==> config.mk <==
export PLATFORM = sky130hd
export DESIGN_NAME = accumulator_clear_load_ops
export DESIGN_NICKNAME = d
export VERILOG_FILES = /design/src/acc_ops_pkg.sv /design/src/accumulator_clear_load_ops.sv /design/src/acc_word_xor.sv
export SDC_FILE = /design/constraint.sdc
export NUM_CORES = 1
export LEC_CHECK = 0
export BUFFER_PORTS_ARGS = -buffer_cell sky130_fd_sc_hd__buf_2
export CORE_UTILIZATION = 50
export CTS_BUF_LIST = sky130_fd_sc_hd__clkbuf_4 sky130_fd_sc_hd__clkbuf_8
export DETAILED_ROUTE_END_ITERATION = 8
export PLACE_DENSITY = 0.92
export SLEW_MARGIN = 20
export SYNTH_ARGS = -nofsm -noshare
export SYNTH_HDL_FRONTEND = slang
export SYNTH_HIERARCHICAL = 1
export SYNTH_SLANG_ARGS = --single-unit
==> constraint.sdc <==
create_clock -name mclk -period 4.2 [get_ports mclk]
set_input_delay 0.42 -clock mclk [delete_from_list [all_inputs] [get_ports mclk]]
set_output_delay 0.42 -clock mclk [all_outputs]
set_load 0.1 [all_outputs]
==> src/acc_ops_pkg.sv <==
`default_nettype none

package acc_ops_pkg;

  // ==========================================================================
  // widths
  localparam int ACC_W  = 32;
  localparam int WORD_W = 16;
  localparam int HALF_W = 16;

  // ==========================================================================
  // constants
  localparam logic [ACC_W-1:0]  ACC_ZERO      = 32'h0000_0000;
  localparam logic [ACC_W-1:0]  PROD_ZERO     = 32'h0000_0000;
  localparam logic [WORD_W-1:0] WORD_ZERO     = 16'h0000;
  localparam logic [HALF_W-1:0] HALF_ZERO     = 16'h0000;
  // half-lsb rounding pattern: bit 15 set, bits 0..14 clear
  localparam logic [HALF_W-1:0] ROUND_LOW     = 16'h8000;

  // ==========================================================================
  // operation codes
  typedef enum logic [3:0] {
    op_none,
    memory_xor_in_place,
    acc_zero_op,
    acc_high_load_op,
    acc_high_load_round_op,
    acc_low_load_unsigned_op,
    acc_and_product_zero_op,
    product_zero_op
  } acc_op_e;

endpackage

`default_nettype wire

==> src/accumulator_clear_load_ops.sv <==
// What this block does
// - The in-place xor combines the memory word with the long immediate if given, else with the bit-manipulation mask register.
// - The in-place xor writes its result back to the address it read and leaves the accumulator alone.
// - The accumulator-zero operation clears every accumulator bit.
// - The high-load operation clears the low accumulator half and loads the memory word into the high half.
// - The rounded high-load loads the high half, clears bits 0 to 14 and sets bit 15.
// - The unsigned low-load puts the memory word in the low half and zeroes the high half without sign extension.
// - The combined-zero operation clears both accumulator and product register at once.
// - The product-zero operation clears the product register and leaves the accumulator alone.
`timescale 1ns/1ns
`default_nettype none

module accumulator_clear_load_ops
  import acc_ops_pkg::*;
(
  input  wire logic              mclk,
  input  wire logic              reset,
  input  wire logic              exec_valid,
  input  wire acc_op_e           exec_op,
  input  wire logic [WORD_W-1:0] mem_rdata,
  input  wire logic [WORD_W-1:0] mem_addr,
  input  wire logic [WORD_W-1:0] long_imm,
  input  wire logic              long_imm_valid,
  input  wire logic [WORD_W-1:0] bit_manip_mask_reg,
  output logic      [ACC_W-1:0]  acc,
  output logic      [ACC_W-1:0]  product,
  output logic                   mem_we,
  output logic      [WORD_W-1:0] mem_waddr,
  output logic      [WORD_W-1:0] mem_wdata
);

  // ==========================================================================
  // xor datapath
  logic [WORD_W-1:0] xor_result;

  acc_word_xor u_xor (
    .mem_word           (mem_rdata),
    .long_imm           (long_imm),
    .long_imm_valid     (long_imm_valid),
    .bit_manip_mask_reg (bit_manip_mask_reg),
    .xor_result         (xor_result)
  );

  // ==========================================================================
  // op decode
  // one strobe per op, so each register group below only asks whether it is
  // concerned; an idle cycle, op_none or an illegal code raises none of them,
  // which keeps a refused op from touching any state
  logic do_xor;
  logic do_acc_zero;
  logic do_high_load;
  logic do_high_round;
  logic do_low_load;
  logic do_both_zero;
  logic do_prod_zero;

  always_comb begin
    do_xor        = 1'b0;
    do_acc_zero   = 1'b0;
    do_high_load  = 1'b0;
    do_high_round = 1'b0;
    do_low_load   = 1'b0;
    do_both_zero  = 1'b0;
    do_prod_zero  = 1'b0;

    if (exec_valid) begin
      unique case (exec_op)
        op_none: begin
        end
        memory_xor_in_place: begin
          do_xor = 1'b1;
        end
        acc_zero_op: begin
          do_acc_zero = 1'b1;
        end
        acc_high_load_op: begin
          do_high_load = 1'b1;
        end
        acc_high_load_round_op: begin
          do_high_round = 1'b1;
        end
        acc_low_load_unsigned_op: begin
          do_low_load = 1'b1;
        end
        acc_and_product_zero_op: begin
          do_both_zero = 1'b1;
        end
        product_zero_op: begin
          do_prod_zero = 1'b1;
        end
        default: begin
        end
      endcase
    end
  end

  // ==========================================================================
  // accumulator load patterns
  // built apart from the select so each pattern reads like its rule
  logic [ACC_W-1:0] high_load_value;
  logic [ACC_W-1:0] high_round_value;
  logic [ACC_W-1:0] low_load_value;

  assign high_load_value  = {mem_rdata, HALF_ZERO};
  assign high_round_value = {mem_rdata, ROUND_LOW};
  assign low_load_value   = {HALF_ZERO, mem_rdata};

  // ==========================================================================
  // accumulator
  logic [ACC_W-1:0] next_acc;

  always_comb begin
    next_acc = acc;
    // decode raises at most one strobe, so the order below never matters

    if (do_acc_zero) begin
      next_acc = ACC_ZERO;
    end

    if (do_high_load) begin
      next_acc = high_load_value;
    end

    if (do_high_round) begin
      next_acc = high_round_value;
    end

    if (do_low_load) begin
      next_acc = low_load_value;
    end

    if (do_both_zero) begin
      next_acc = ACC_ZERO;
    end
  end

  always_ff @(posedge mclk or posedge reset) begin
    if (reset) begin
      acc <= ACC_ZERO;
    end else begin
      acc <= next_acc;
    end
  end

  // ==========================================================================
  // product register
  // only ever cleared here; no input of this block loads it, so it stays zero after reset
  logic [ACC_W-1:0] next_product;

  always_comb begin
    next_product = product;

    if (do_both_zero) begin
      next_product = PROD_ZERO;
    end

    if (do_prod_zero) begin
      next_product = PROD_ZERO;
    end
  end

  always_ff @(posedge mclk or posedge reset) begin
    if (reset) begin
      product <= PROD_ZERO;
    end else begin
      product <= next_product;
    end
  end

  // ==========================================================================
  // memory write port
  // only the xor writes memory; every other op leaves the port idle
  logic              next_mem_we;
  logic [WORD_W-1:0] next_mem_waddr;
  logic [WORD_W-1:0] next_mem_wdata;

  always_comb begin
    next_mem_we    = 1'b0;
    // hold address and data so a slow memory sees stable values after the strobe
    next_mem_waddr = mem_waddr;
    next_mem_wdata = mem_wdata;
    if (do_xor) begin
      next_mem_we    = 1'b1;
      next_mem_waddr = mem_addr;
      next_mem_wdata = xor_result;
    end
  end

  // the strobe is registered, so the write lands one cycle after execute;
  // reset is asynchronous, so a pending strobe drops at once
  // single-edge update
  always_ff @(posedge mclk or posedge reset) begin
    if (reset) begin
      mem_we    <= 1'b0;
      mem_waddr <= WORD_ZERO;
      mem_wdata <= WORD_ZERO;
    end else begin
      mem_we    <= next_mem_we;
      mem_waddr <= next_mem_waddr;
      mem_wdata <= next_mem_wdata;
    end
  end

endmodule

`default_nettype wire

==> src/acc_word_xor.sv <==
`timescale 1ns/1ns
`default_nettype none

// ============================================================================
// xor source select and combine
module acc_word_xor
  import acc_ops_pkg::*;
(
  input  wire logic [WORD_W-1:0] mem_word,
  input  wire logic [WORD_W-1:0] long_imm,
  input  wire logic              long_imm_valid,
  input  wire logic [WORD_W-1:0] bit_manip_mask_reg,
  output logic      [WORD_W-1:0] xor_result
);

  always_comb begin
    if (long_imm_valid) begin
      xor_result = mem_word ^ long_imm;
    end else begin
      xor_result = mem_word ^ bit_manip_mask_reg;
    end
  end

endmodule

`default_nettype wire

==> results of run 1 <==
==> cells in the mapped netlist <==
library cell  instances  area share (%)
a22o_1               31             8.8
nand3b_1              1            0.24
nand4_1               1            0.20
conb_1                1            0.12
clkbuf_1              2            0.24
and2b_1               1            0.24
mux2_2               31              11
o41ai_1               1            0.28
mux2i_1              16             5.2
dfrtp_1              65              53
or3b_4                1            0.36
buf_12                1            0.65
a21oi_4               1            0.53
nor2b_1               1            0.20
o211ai_1              1            0.24
nor4b_4               1            0.77
buf_4                35             8.5
nand3_1               2            0.32
buf_2                 4            0.65
nand2b_4              1            0.45
o21ai_0               1            0.16
nand2_1               1            0.12
inv_1                 1            0.12
and4b_1               2            0.65
buf_6                 4             1.5
a221o_1               1            0.32
o31ai_1               1            0.24
mux2_1                1            0.36
xnor2_1              16             4.5
==> per-layer routing <==
layer	GRT usage, %	routed length [um]	up-vias	part of all wire, %
met4	6.964	48	0	0.72
met2	36.02	3415	93	51
met5	0	0	-	0
met3	4.659	355	5	5.3
met1	27.82	2877	1108	43
li1	-	-	1015	-
==> where the power goes <==
group | switching (mW) | leakage, nW | internal, mW
Combinational | 1.10 | 1.13 | 0.204
Sequential | 0.0590 | 0.836 | 0.738
Clock | 0.206 | 0.0850 | 0.233
==> metrics by stage <==
step	setup WS, ns	cell area [um^2]	utilization [%]	cells	hold slack, ns
detailed placement	1.949	3645	61.56	425	0.4780
finish	2.327	3802	64.22	438	0.1894
global placement	2.043	3645	61.56	425	0.4772
global route	2.255	3802	64.22	438	0.2287
floorplan	2.154	3203	-	257	0.5525
CTS	2.307	3802	64.22	438	0.1971
==> cells by family after synthesis <==
| logic type | count (synthesis) |
|---|---|
| XOR/XNOR | 16 |
| buffers and inverters | 47 |
| AND/OR/NAND/NOR | 12 |
| multiplexers | 48 |
| AO/OA/AOI/OAI | 37 |
| flip-flops | 65 |
| other | 1 |
==> area by class of cell <==
class / instances / area (um^2)
clock buffers: 12 / 152.6
inverters: 1 / 3.754
flip-flops and latches: 65 / 1627
fillers: 482 / 2118
clock inverters: 1 / 5.005
repair buffers: 139 / 703.2
multi-input cells: 145 / 1217
well taps: 75 / 93.84
==> registers in the layout (all words and copies together), names as in the netlist <==
signal and flops:
acc 32, mem_waddr 16, mem_wdata 16, mem_we 1
==> worst min path at each step <==
stage | end | from | slack [ns] | cells after the start
3_3_place_gp | acc[31]$_DFFE_PP0P_ | acc[31]$_DFFE_PP0P_ | 0.48 | 1
2_1_floorplan | acc[0]$_DFFE_PP0P_ | mem_rdata[0] | 0.55 | 1
4_1_cts | mem_waddr[2]$_DFFE_PP0P_ | reset | 0.20 | 2
3_5_place_dp | acc[28]$_DFFE_PP0P_ | acc[28]$_DFFE_PP0P_ | 0.48 | 1
5_1_grt | acc[29]$_DFFE_PP0P_ | reset | 0.23 | 2
6_report | mem_waddr[2]$_DFFE_PP0P_ | reset | 0.19 | 2
==> impl_metrics.yaml, run 1 <==
timing:
  finClkSkew_ns: 0
  setup_tns_ns: 0
  period_needed_ns: 1.873
  finalHoldViolCount: 0
  relSlewSlack_pct: 49.75
  fmax_mhz: 533.9
  tightest_slew_ns: 0.7532
  setup_viol: 0
  slew_violations: 0
  min_period_over_period_pct: 44.60
  rsz0062_at_grt: "false"
worst_setup_path:
  ff2ff_setup_slack_ns: 3.29
  path_cells: "buf_2 -> nand2b_4 -> nor4b_4 -> buf_4 -> mux2_2"
  critPathLaunchType: "input port"
  crit_end: "mem_waddr[1]$_DFFE_PP0P_"
  cpMaxStageDelayCell: "nor4b_4"
  rr_endpoint: "acc[30]$_DFFE_PP0P_"
  crit_path_max_fanout: 26
  timing.rr.start: "acc[30]$_DFFE_PP0P_"
  critPathKind: "input port to register"
  critical_path.top_delay_family: "simple AND/OR/NAND/NOR gates"
  startpoint: "exec_op[3]"
  cp_slowest_stage_delay_ns: 0.53
  end_kind: "register"
  crit_cells: 5
  worstRegToRegCells: 3
  worstPathArrival_ns: 2.07
  required_ns: 4.40
  path_buf_inv: 2
clock_tree:
  root_buffer: "clkbuf_8"
  clock_sinks: 65
  holdBufCountCts: 0
  cts-buffers-inserted: 9
  htree_levels: 3
  clkLatencyLatePin_ns: 0.31
  cts_buffer_depth: 2
  cts_resized: 0
  clkTransAtPathRegs_ns: 0.06
  cts_tree: "done"
  post_cts_buffers: 0
yosys:
  muxShareOfSynthArea_pct: 16.86
  synth_top_family_by_area: "multiplexers"
  synthSimpleGateAreaFrac_pct: 3.567
  synth-seq-cells: 65
  ys_types: 29
  synth_area_mm2: 0.003087
  synthAdderAreaFrac_pct: 0
  synth_xor_area_share_pct: 4.540
  syn-mean-instance-area_um2: 13.66
  yosysSeqAreaShare_pct: 52.70
  yosys_warnings: 6
  netlist_instances: 226
  synth_compound_area_share_pct: 10.58
global_routing:
  grt_overflow: 0
  grt_max_degree: 35
  grtUsageTotal_pct: 21.59
  antenna_found_initial: 0
  grt_pass1_wl_um: 10270
  grt_pass1_vias: 2075
finish:
  final_cell_mix: "136 x buf_2, 65 x dfrtp_1, 32 x conb_1"
  n_antenna_cell: 0
  final_common_cell: "buf_2"
  finish.net_count: 433
  layout-drive-gt1-share_pct: 51.79
  area_delta_synth_final_pct: 23.19
power_and_ir_drop:
  ir_drop_uv: 426.6
  total_power_mw: 2.545
  power_density_mw_per_mm2: 669.2
  p_leak_nw: 2.056
route:
  routed_wl_um: 6697
  drtIter0Drc: 80
  route.antenna.remaining_nets: 0
  num_vias: 2221
  avgViaCountPerCell: 5.071
  detail_route.wl_per_cell_um: 15.29
  drt-pass1-iter-count: 4
  drc: 0
outcome:
  status: "finished clean"
die:
  coreArea_mm2: 0.005921
  dieWidth_um: 80.57
  row_count: 28
  start_util_pct: 52.13
  ios: 169
  dieArea_mm2: 0.006492
  die_y_um: 80.57
place:
  port-buffer-count: 136
  routabilityCongestion: 0.7816
  dp_hpwl_um: 4830
min_path:
  hp-class: "input port to asynchronous set/reset pin"
job:
  cap_violations: 0
(Power assumes the default switching activity.)
==> inputs of run 2 (changes only) <==
--- a/config.mk
+++ b/config.mk
@@ -5,11 +5,12 @@
 export SDC_FILE = /design/constraint.sdc
 export NUM_CORES = 1
 export LEC_CHECK = 0
+export ABC_AREA = 1
 export BUFFER_PORTS_ARGS = -buffer_cell sky130_fd_sc_hd__buf_2
-export CORE_UTILIZATION = 50
+export CORE_UTILIZATION = 49
 export CTS_BUF_LIST = sky130_fd_sc_hd__clkbuf_4 sky130_fd_sc_hd__clkbuf_8
 export DETAILED_ROUTE_END_ITERATION = 8
-export PLACE_DENSITY = 0.92
+export PLACE_DENSITY = 0.87
 export SLEW_MARGIN = 20
 export SYNTH_ARGS = -nofsm -noshare
 export SYNTH_HDL_FRONTEND = slang
==> constraint.sdc (replaced) <==
create_clock -name mclk -period 1.89 [get_ports mclk]
set_input_delay 0.189 -clock mclk [delete_from_list [all_inputs] [get_ports mclk]]
set_output_delay 0.189 -clock mclk [all_outputs]
set_load 0.1 [all_outputs]
==> run 2 against run 1 <==
Register-to-register slack got worse by 2.1 ns; largest power group unchanged; non-clock buffer count increased by 5; highest routed layer unchanged; via count increased by 67%; sequential power increased by 120%; critical endpoint is now mem_wdata[2]; clock skew unchanged; clock-buffer cell count unchanged; sequential share of layout area decreased by 7.1 points; final cell count increased by 75%.
==> impl_metrics.yaml, run 2 <==
yosys:
  syn-mean-instance-area_um2: 7.131
  synth_most_common_cell: "nand2_1"
  ys_types: 19
  synth_edf_count: 0
  synth_common_cells: "232 x nand2_1, 67 x inv_1, 65 x dfrtp_1"
  synth-seq-cells: 65
  synth.area.top_cells: "dfrtp_1 43%, nand2_1 23%, buf_4 7.1%"
  ys.flop_type: "dfrtp_1"
  yosysTopAreaCell: "dfrtp_1"
  yosysSeqAreaShare_pct: 42.88
  yosys_warnings: 6
  synth_area_mm2: 0.003794
  netlist_instances: 532
  ys_async_sr_fraction_pct: 100.0
  yosysTopAreaCellShare_pct: 42.88
clock_tree:
  clkLatencyLatePin_ns: 0.33
  clock_sinks: 65
  cts_resized: 0
  root_buffer: "clkbuf_8"
  holdBufCountCts: 1
  cts_buffer_depth: 2
  post_cts_buffers: 0
  cts_tree: "done"
  htree_levels: 3
  cts-buffers-inserted: 9
  clkTransAtPathRegs_ns: 0.07
worst_setup_path:
  required_ns: 1.70
  cp_slowest_stage_delay_ns: 0.44
  path_buf_inv: 1
  critical_path.top_delay_family: "buffers and inverters"
  end_kind: "primary output"
  cpMaxStageDelayCell: "buf_2"
  critPathLaunchType: "register"
  path_cells: "buf_2"
  worstPathArrival_ns: 1.17
  crit_path_max_fanout: 2
  critPathKind: "register to primary output"
finish:
  layout.cells.non_filler: 765
  largest_register: "acc"
  finish.net_count: 733
  n_antenna_cell: 0
  multi_input_area_mm2: 0.001568
  reg_top3: "acc: 32 flops, mem_waddr: 16 flops, mem_wdata: 16 flops"
  final_cell_mix: "232 x nand2_1, 136 x buf_2, 66 x inv_1"
  seqCellArea_mm2: 0.001627
  largest_register_ffs: 32
  area_delta_synth_final_pct: 20.18
  final_common_cell: "nand2_1"
  layout-drive-gt1-share_pct: 27.48
  fill_cells: 674
power_and_ir_drop:
  ir_drop_uv: 591.0
  p_leak_nw: 2.946
  power_density_mw_per_mm2: 1247
route:
  routed_wl_um: 9683
  route.antenna.remaining_nets: 0
  detail_route.wl_per_cell_um: 12.66
  avgViaCountPerCell: 4.863
  num_vias: 3720
  drtIter0Drc: 295
  drt-pass1-iter-count: 5
  drc: 0
timing:
  setup_tns_ns: 0
  finalHoldViolCount: 0
  rsz0062_at_grt: "false"
  tightest_slew_ns: 0.6638
  setup_viol: 0
  finClkSkew_ns: 0
  relSlewSlack_pct: 55.70
  slew_violations: 0
  period_needed_ns: 1.362
  min_period_over_period_pct: 72.05
  fmax_mhz: 734.4
outcome:
  status: "finished clean"
job:
  cap_violations: 0
global_routing:
  grt_max_degree: 34
  grt_pass1_wl_um: 16000
  grtUsageTotal_pct: 24.66
  antenna_found_initial: 0
  grt_overflow: 0
  grt_pass1_vias: 3446
place:
  placed_cells: 748
  port-buffer-count: 136
  routabilityCongestion: 0.8860
  dp_hpwl_um: 7068
die:
  dieArea_mm2: 0.008098
  dieWidth_um: 89.99
  coreArea_mm2: 0.007370
  row_count: 31
  ios: 169
  die_y_um: 89.99
  start_util_pct: 51.48
min_path:
  hp-class: "input port to register"
[run 2: cell types whose count changed after synthesis, moves of 8 or more]
cell	before	now
xnor2_1	16	0
nand4_1	1	32
nor2_1	0	17
mux2_2	31	0
inv_1	1	67
a22o_1	31	0
buf_2	4	12
mux2i_1	16	0
nand2_1	1	232
nand3_1	2	37
nand2_2	0	12
[run 2: power breakdown]
part	switching, mW	internal [mW]	total [mW]
logic	2.37	0.373	2.75
registers	0.123	1.61	1.74
clock network	0.523	0.677	1.20
total	3.02	2.66	5.68
[run 2: logic make-up after synthesis]
family	count (synthesis)	share of synthesized area, %
AND/OR/NAND/NOR	335	37.96
AO/OA/AOI/OAI	1	0.1980
other	1	0.09885
buffers and inverters	130	18.87
flip-flops	65	42.88
[run 2: final timing paths]
path | start | end | slack [ns] | cells after the start
worst max-delay path | mem_wdata[2]$_DFFE_PP0P_ | mem_wdata[2] | 0.53 | 1
worst min-delay path | mem_addr[1] | mem_waddr[1]$_DFFE_PP0P_ | 0.05 | 3
worst max register to register | acc[16]$_DFFE_PP0P_ | acc[16]$_DFFE_PP0P_ | 1.23 | 2
worst min register to register | mem_waddr[7]$_DFFE_PP0P_ | mem_waddr[7]$_DFFE_PP0P_ | 0.47 | 2
max in group asynchronous | reset | mem_waddr[9]$_DFFE_PP0P_ | 0.91 | 4
min in group asynchronous | reset | mem_wdata[7]$_DFFE_PP0P_ | 0.40 | 3
[run 2: area by class of cell]
class,instances,area share [%]
clock buffers,12,3.348
clock inverters,4,1.153
inverters,73,6.147
multi-input cells,368,34.39
flip-flops and latches,65,35.68
well taps,99,2.717
repair buffers,144,16.58
[run 2: routing by layer]
metal	up-vias	part of all wire [%]	track usage [%]
met5	-	0	0
li1	1808	-	-
met2	179	49	40.83
met3	15	7.5	6.176
met4	0	2.0	9.409
met1	1718	41	31.14
[run 2: metrics by stage]
step | total power [mW] | setup WS (ns) | util, % | hold WS [ns] | area, um^2
floorplan | 4.108 | 0.07455 | - | 0.2986 | 3910
global placement | 4.472 | 0.6377 | 58.95 | 0.2123 | 4344
detailed placement | 4.509 | 0.5869 | 58.95 | 0.2215 | 4344
CTS | 5.719 | 0.5283 | 61.87 | 0.03887 | 4559
global route | 5.909 | 0.5108 | 61.87 | 0.03669 | 4559
finish | 5.685 | 0.5283 | 61.87 | 0.05206 | 4559
==> inputs of run 3 (changes only) <==
--- a/config.mk
+++ b/config.mk
@@ -5,12 +5,12 @@
 export SDC_FILE = /design/constraint.sdc
 export NUM_CORES = 1
 export LEC_CHECK = 0
-export ABC_AREA = 1
+export ABC_AREA = 0
 export BUFFER_PORTS_ARGS = -buffer_cell sky130_fd_sc_hd__buf_2
-export CORE_UTILIZATION = 49
+export CORE_UTILIZATION = 46
 export CTS_BUF_LIST = sky130_fd_sc_hd__clkbuf_4 sky130_fd_sc_hd__clkbuf_8
 export DETAILED_ROUTE_END_ITERATION = 8
-export PLACE_DENSITY = 0.87
+export PLACE_DENSITY = 0.86
 export SLEW_MARGIN = 20
 export SYNTH_ARGS = -nofsm -noshare
 export SYNTH_HDL_FRONTEND = slang
==> constraint.sdc (replaced) <==
create_clock -name mclk -period 1.3 [get_ports mclk]
set_input_delay 0.13 -clock mclk [delete_from_list [all_inputs] [get_ports mclk]]
set_output_delay 0.13 -clock mclk [all_outputs]
set_load 0.1 [all_outputs]
==> run 3 against run 2 <==
The run now ends with DRC left; clock skew unchanged; critical path depth did not move; cell area fell by 8.9%; register-to-register slack got worse by 0.89 ns; combinational power increased by 61%; die area fell by 13%; utilization grew 2.8 points; non-clock buffer count grew 5; critical path type unchanged; critical endpoint is now mem_wdata[15]; largest cell class unchanged.
==> impl_metrics.yaml, run 3 (synthesis results as in run 1) <==
worst_setup_path:
  ff2ff_setup_slack_ns: 0.34
  path_buf_inv: 1
  critical_path.top_delay_family: "buffers and inverters"
  worstRegToRegCells: 3
  path_cells: "buf_2"
  cpMaxStageDelayCell: "buf_2"
  timing.rr.start: "acc[30]$_DFFE_PP0P_"
  rr_endpoint: "acc[30]$_DFFE_PP0P_"
  cp_slowest_stage_delay_ns: 0.44
  crit_path_max_fanout: 2
  required_ns: 1.17
  end_kind: "primary output"
  worstPathArrival_ns: 1.13
  critPathLaunchType: "register"
  critPathKind: "register to primary output"
route:
  drtIter0Drc: 56
  drt-pass1-iter-count: 6
  detail_route.wl_per_cell_um: 15.31
  routed_wl_um: 6934
  route.antenna.remaining_nets: 0
  num_vias: 2281
  avgViaCountPerCell: 5.035
  drc: 23
timing:
  period_needed_ns: 1.263
  fmax_mhz: 791.6
  min_period_over_period_pct: 97.17
  finClkSkew_ns: 0
  setup_viol: 0
  finalHoldViolCount: 0
  rsz0062_at_grt: "false"
  slew_violations: 0
clock_tree:
  cts_tree: "done"
  cts-buffers-inserted: 9
  htree_levels: 3
  root_buffer: "clkbuf_8"
  clkLatencyLatePin_ns: 0.32
  cts_buffer_depth: 2
  clock_sinks: 65
  clkTransAtPathRegs_ns: 0.08
place:
  dp_hpwl_um: 4884
  port-buffer-count: 136
  routabilityCongestion: 0.7497
  placedInstanceArea_mm2: 0.003892
finish:
  largest_register_ffs: 32
  layout-drive-gt1-share_pct: 53.99
  area_delta_synth_final_pct: 34.62
  n_antenna_cell: 0
  largest_register: "acc"
  final_util_pct: 64.70
  final_cell_mix: "122 x buf_2, 63 x dfrtp_1, 32 x conb_1"
  final_common_cell: "buf_2"
  final_area_mm2: 0.004155
  reg_top3: "acc: 32 flops, mem_waddr: 16 flops, mem_wdata: 16 flops"
  finish.net_count: 443
die:
  start_util_pct: 48.06
  ios: 169
  coreArea_mm2: 0.006422
  dieArea_mm2: 0.007042
  row_count: 29
  dieWidth_um: 83.92
  die_y_um: 83.92
power_and_ir_drop:
  swShare_pct: 51.37
  p_clk_share_pct: 21.0
  ir_drop_uv: 1266
  p_leak_nw: 2.214
  p_comb_share_pct: 49.8
  seqPwrFrac_pct: 29.2
  p_int_mw: 4.322
  power_density_mw_per_mm2: 2139
  switchingPower_mw: 4.564
  total_power_mw: 8.886
global_routing:
  grt_max_degree: 66
  grtUsageTotal_pct: 20.56
  grt_overflow: 0
  antenna_found_initial: 0
  grt_pass1_wl_um: 11160
  grt_pass1_vias: 2180
min_path:
  hold_end: "mem_waddr[15]$_DFFE_PP0P_"
  hold_depth: 2
  hold_path_startpoint: "mem_addr[15]"
  hp-class: "input port to register"
outcome:
  status: "finished, violations left"
  failed_checks: "DRC"
job:
  cap_violations: 0
[run 3: final cells by class]
class / count / area, um^2
timing repair buffer: 149 / 878.3
tap: 77 / 96.34
sequential: 65 / 1629
clock buffer: 9 / 123.9
fill: 484 / 2267
multi-input combinational: 145 / 1326
clock inverter: 7 / 93.84
inverter: 1 / 7.507
[run 3: how the worst max path moves through the flow]
stage | startpoint | end | slack [ns] | depth (start not counted)
2_1_floorplan | exec_op[3] | mem_waddr[10]$_DFFE_PP0P_ | -0.03 | 4
3_3_place_gp | exec_op[3] | mem_wdata[8]$_DFFE_PP0P_ | -0.16 | 5
3_5_place_dp | exec_op[3] | mem_wdata[8]$_DFFE_PP0P_ | -0.23 | 5
4_1_cts | mem_wdata[5]$_DFFE_PP0P_ | mem_wdata[5] | 0.01 | 1
5_1_grt | acc[3]$_DFFE_PP0P_ | acc[3] | 0.00002 | 1
6_report | mem_wdata[15]$_DFFE_PP0P_ | mem_wdata[15] | 0.04 | 1
[run 3: metrics by stage]
step | setup TNS (ns) | hold WS [ns] | worst slack (ns) | instances
final | 0 | 0.02837 | 0.03674 | 453
after global routing | 0 | 0.01041 | 0.00001588 | 453
after CTS | 0 | 0.01106 | 0.01347 | 453
after detailed placement | -5.390 | 0.2524 | -0.2258 | 436
after global placement | -3.103 | 0.2463 | -0.1566 | 436
after floorplan | -0.7298 | 0.2625 | -0.02708 | 257
[run 3: repair_timing]
| action | CTS | global route |
|---|---|---|
| buffers inserted | 0 | 0 |
| hold buffers | 1 | 0 |
| hold endpoints to repair | 65 | 0 |
| gates resized for setup | 0 | 14 |
| setup endpoints to repair | 0 | 14 |
[run 3: per-layer routing]
metal / global-route usage [%] / share of wire (%)
met2: 33.68 / 49
met3: 4.451 / 5.8
met1: 27.38 / 44
met5: 0 / 0
met4: 6.113 / 0.62
[run 3: power groups by stage]
stage	clock, mW	sequential [mW]	combinational, mW
global route	2.01	2.64	4.53
global placement	0	2.61	4.36
CTS	1.91	2.60	4.40
detailed placement	0	2.62	4.40
finish	1.87	2.60	4.42
floorplan	0	5.28	1.14
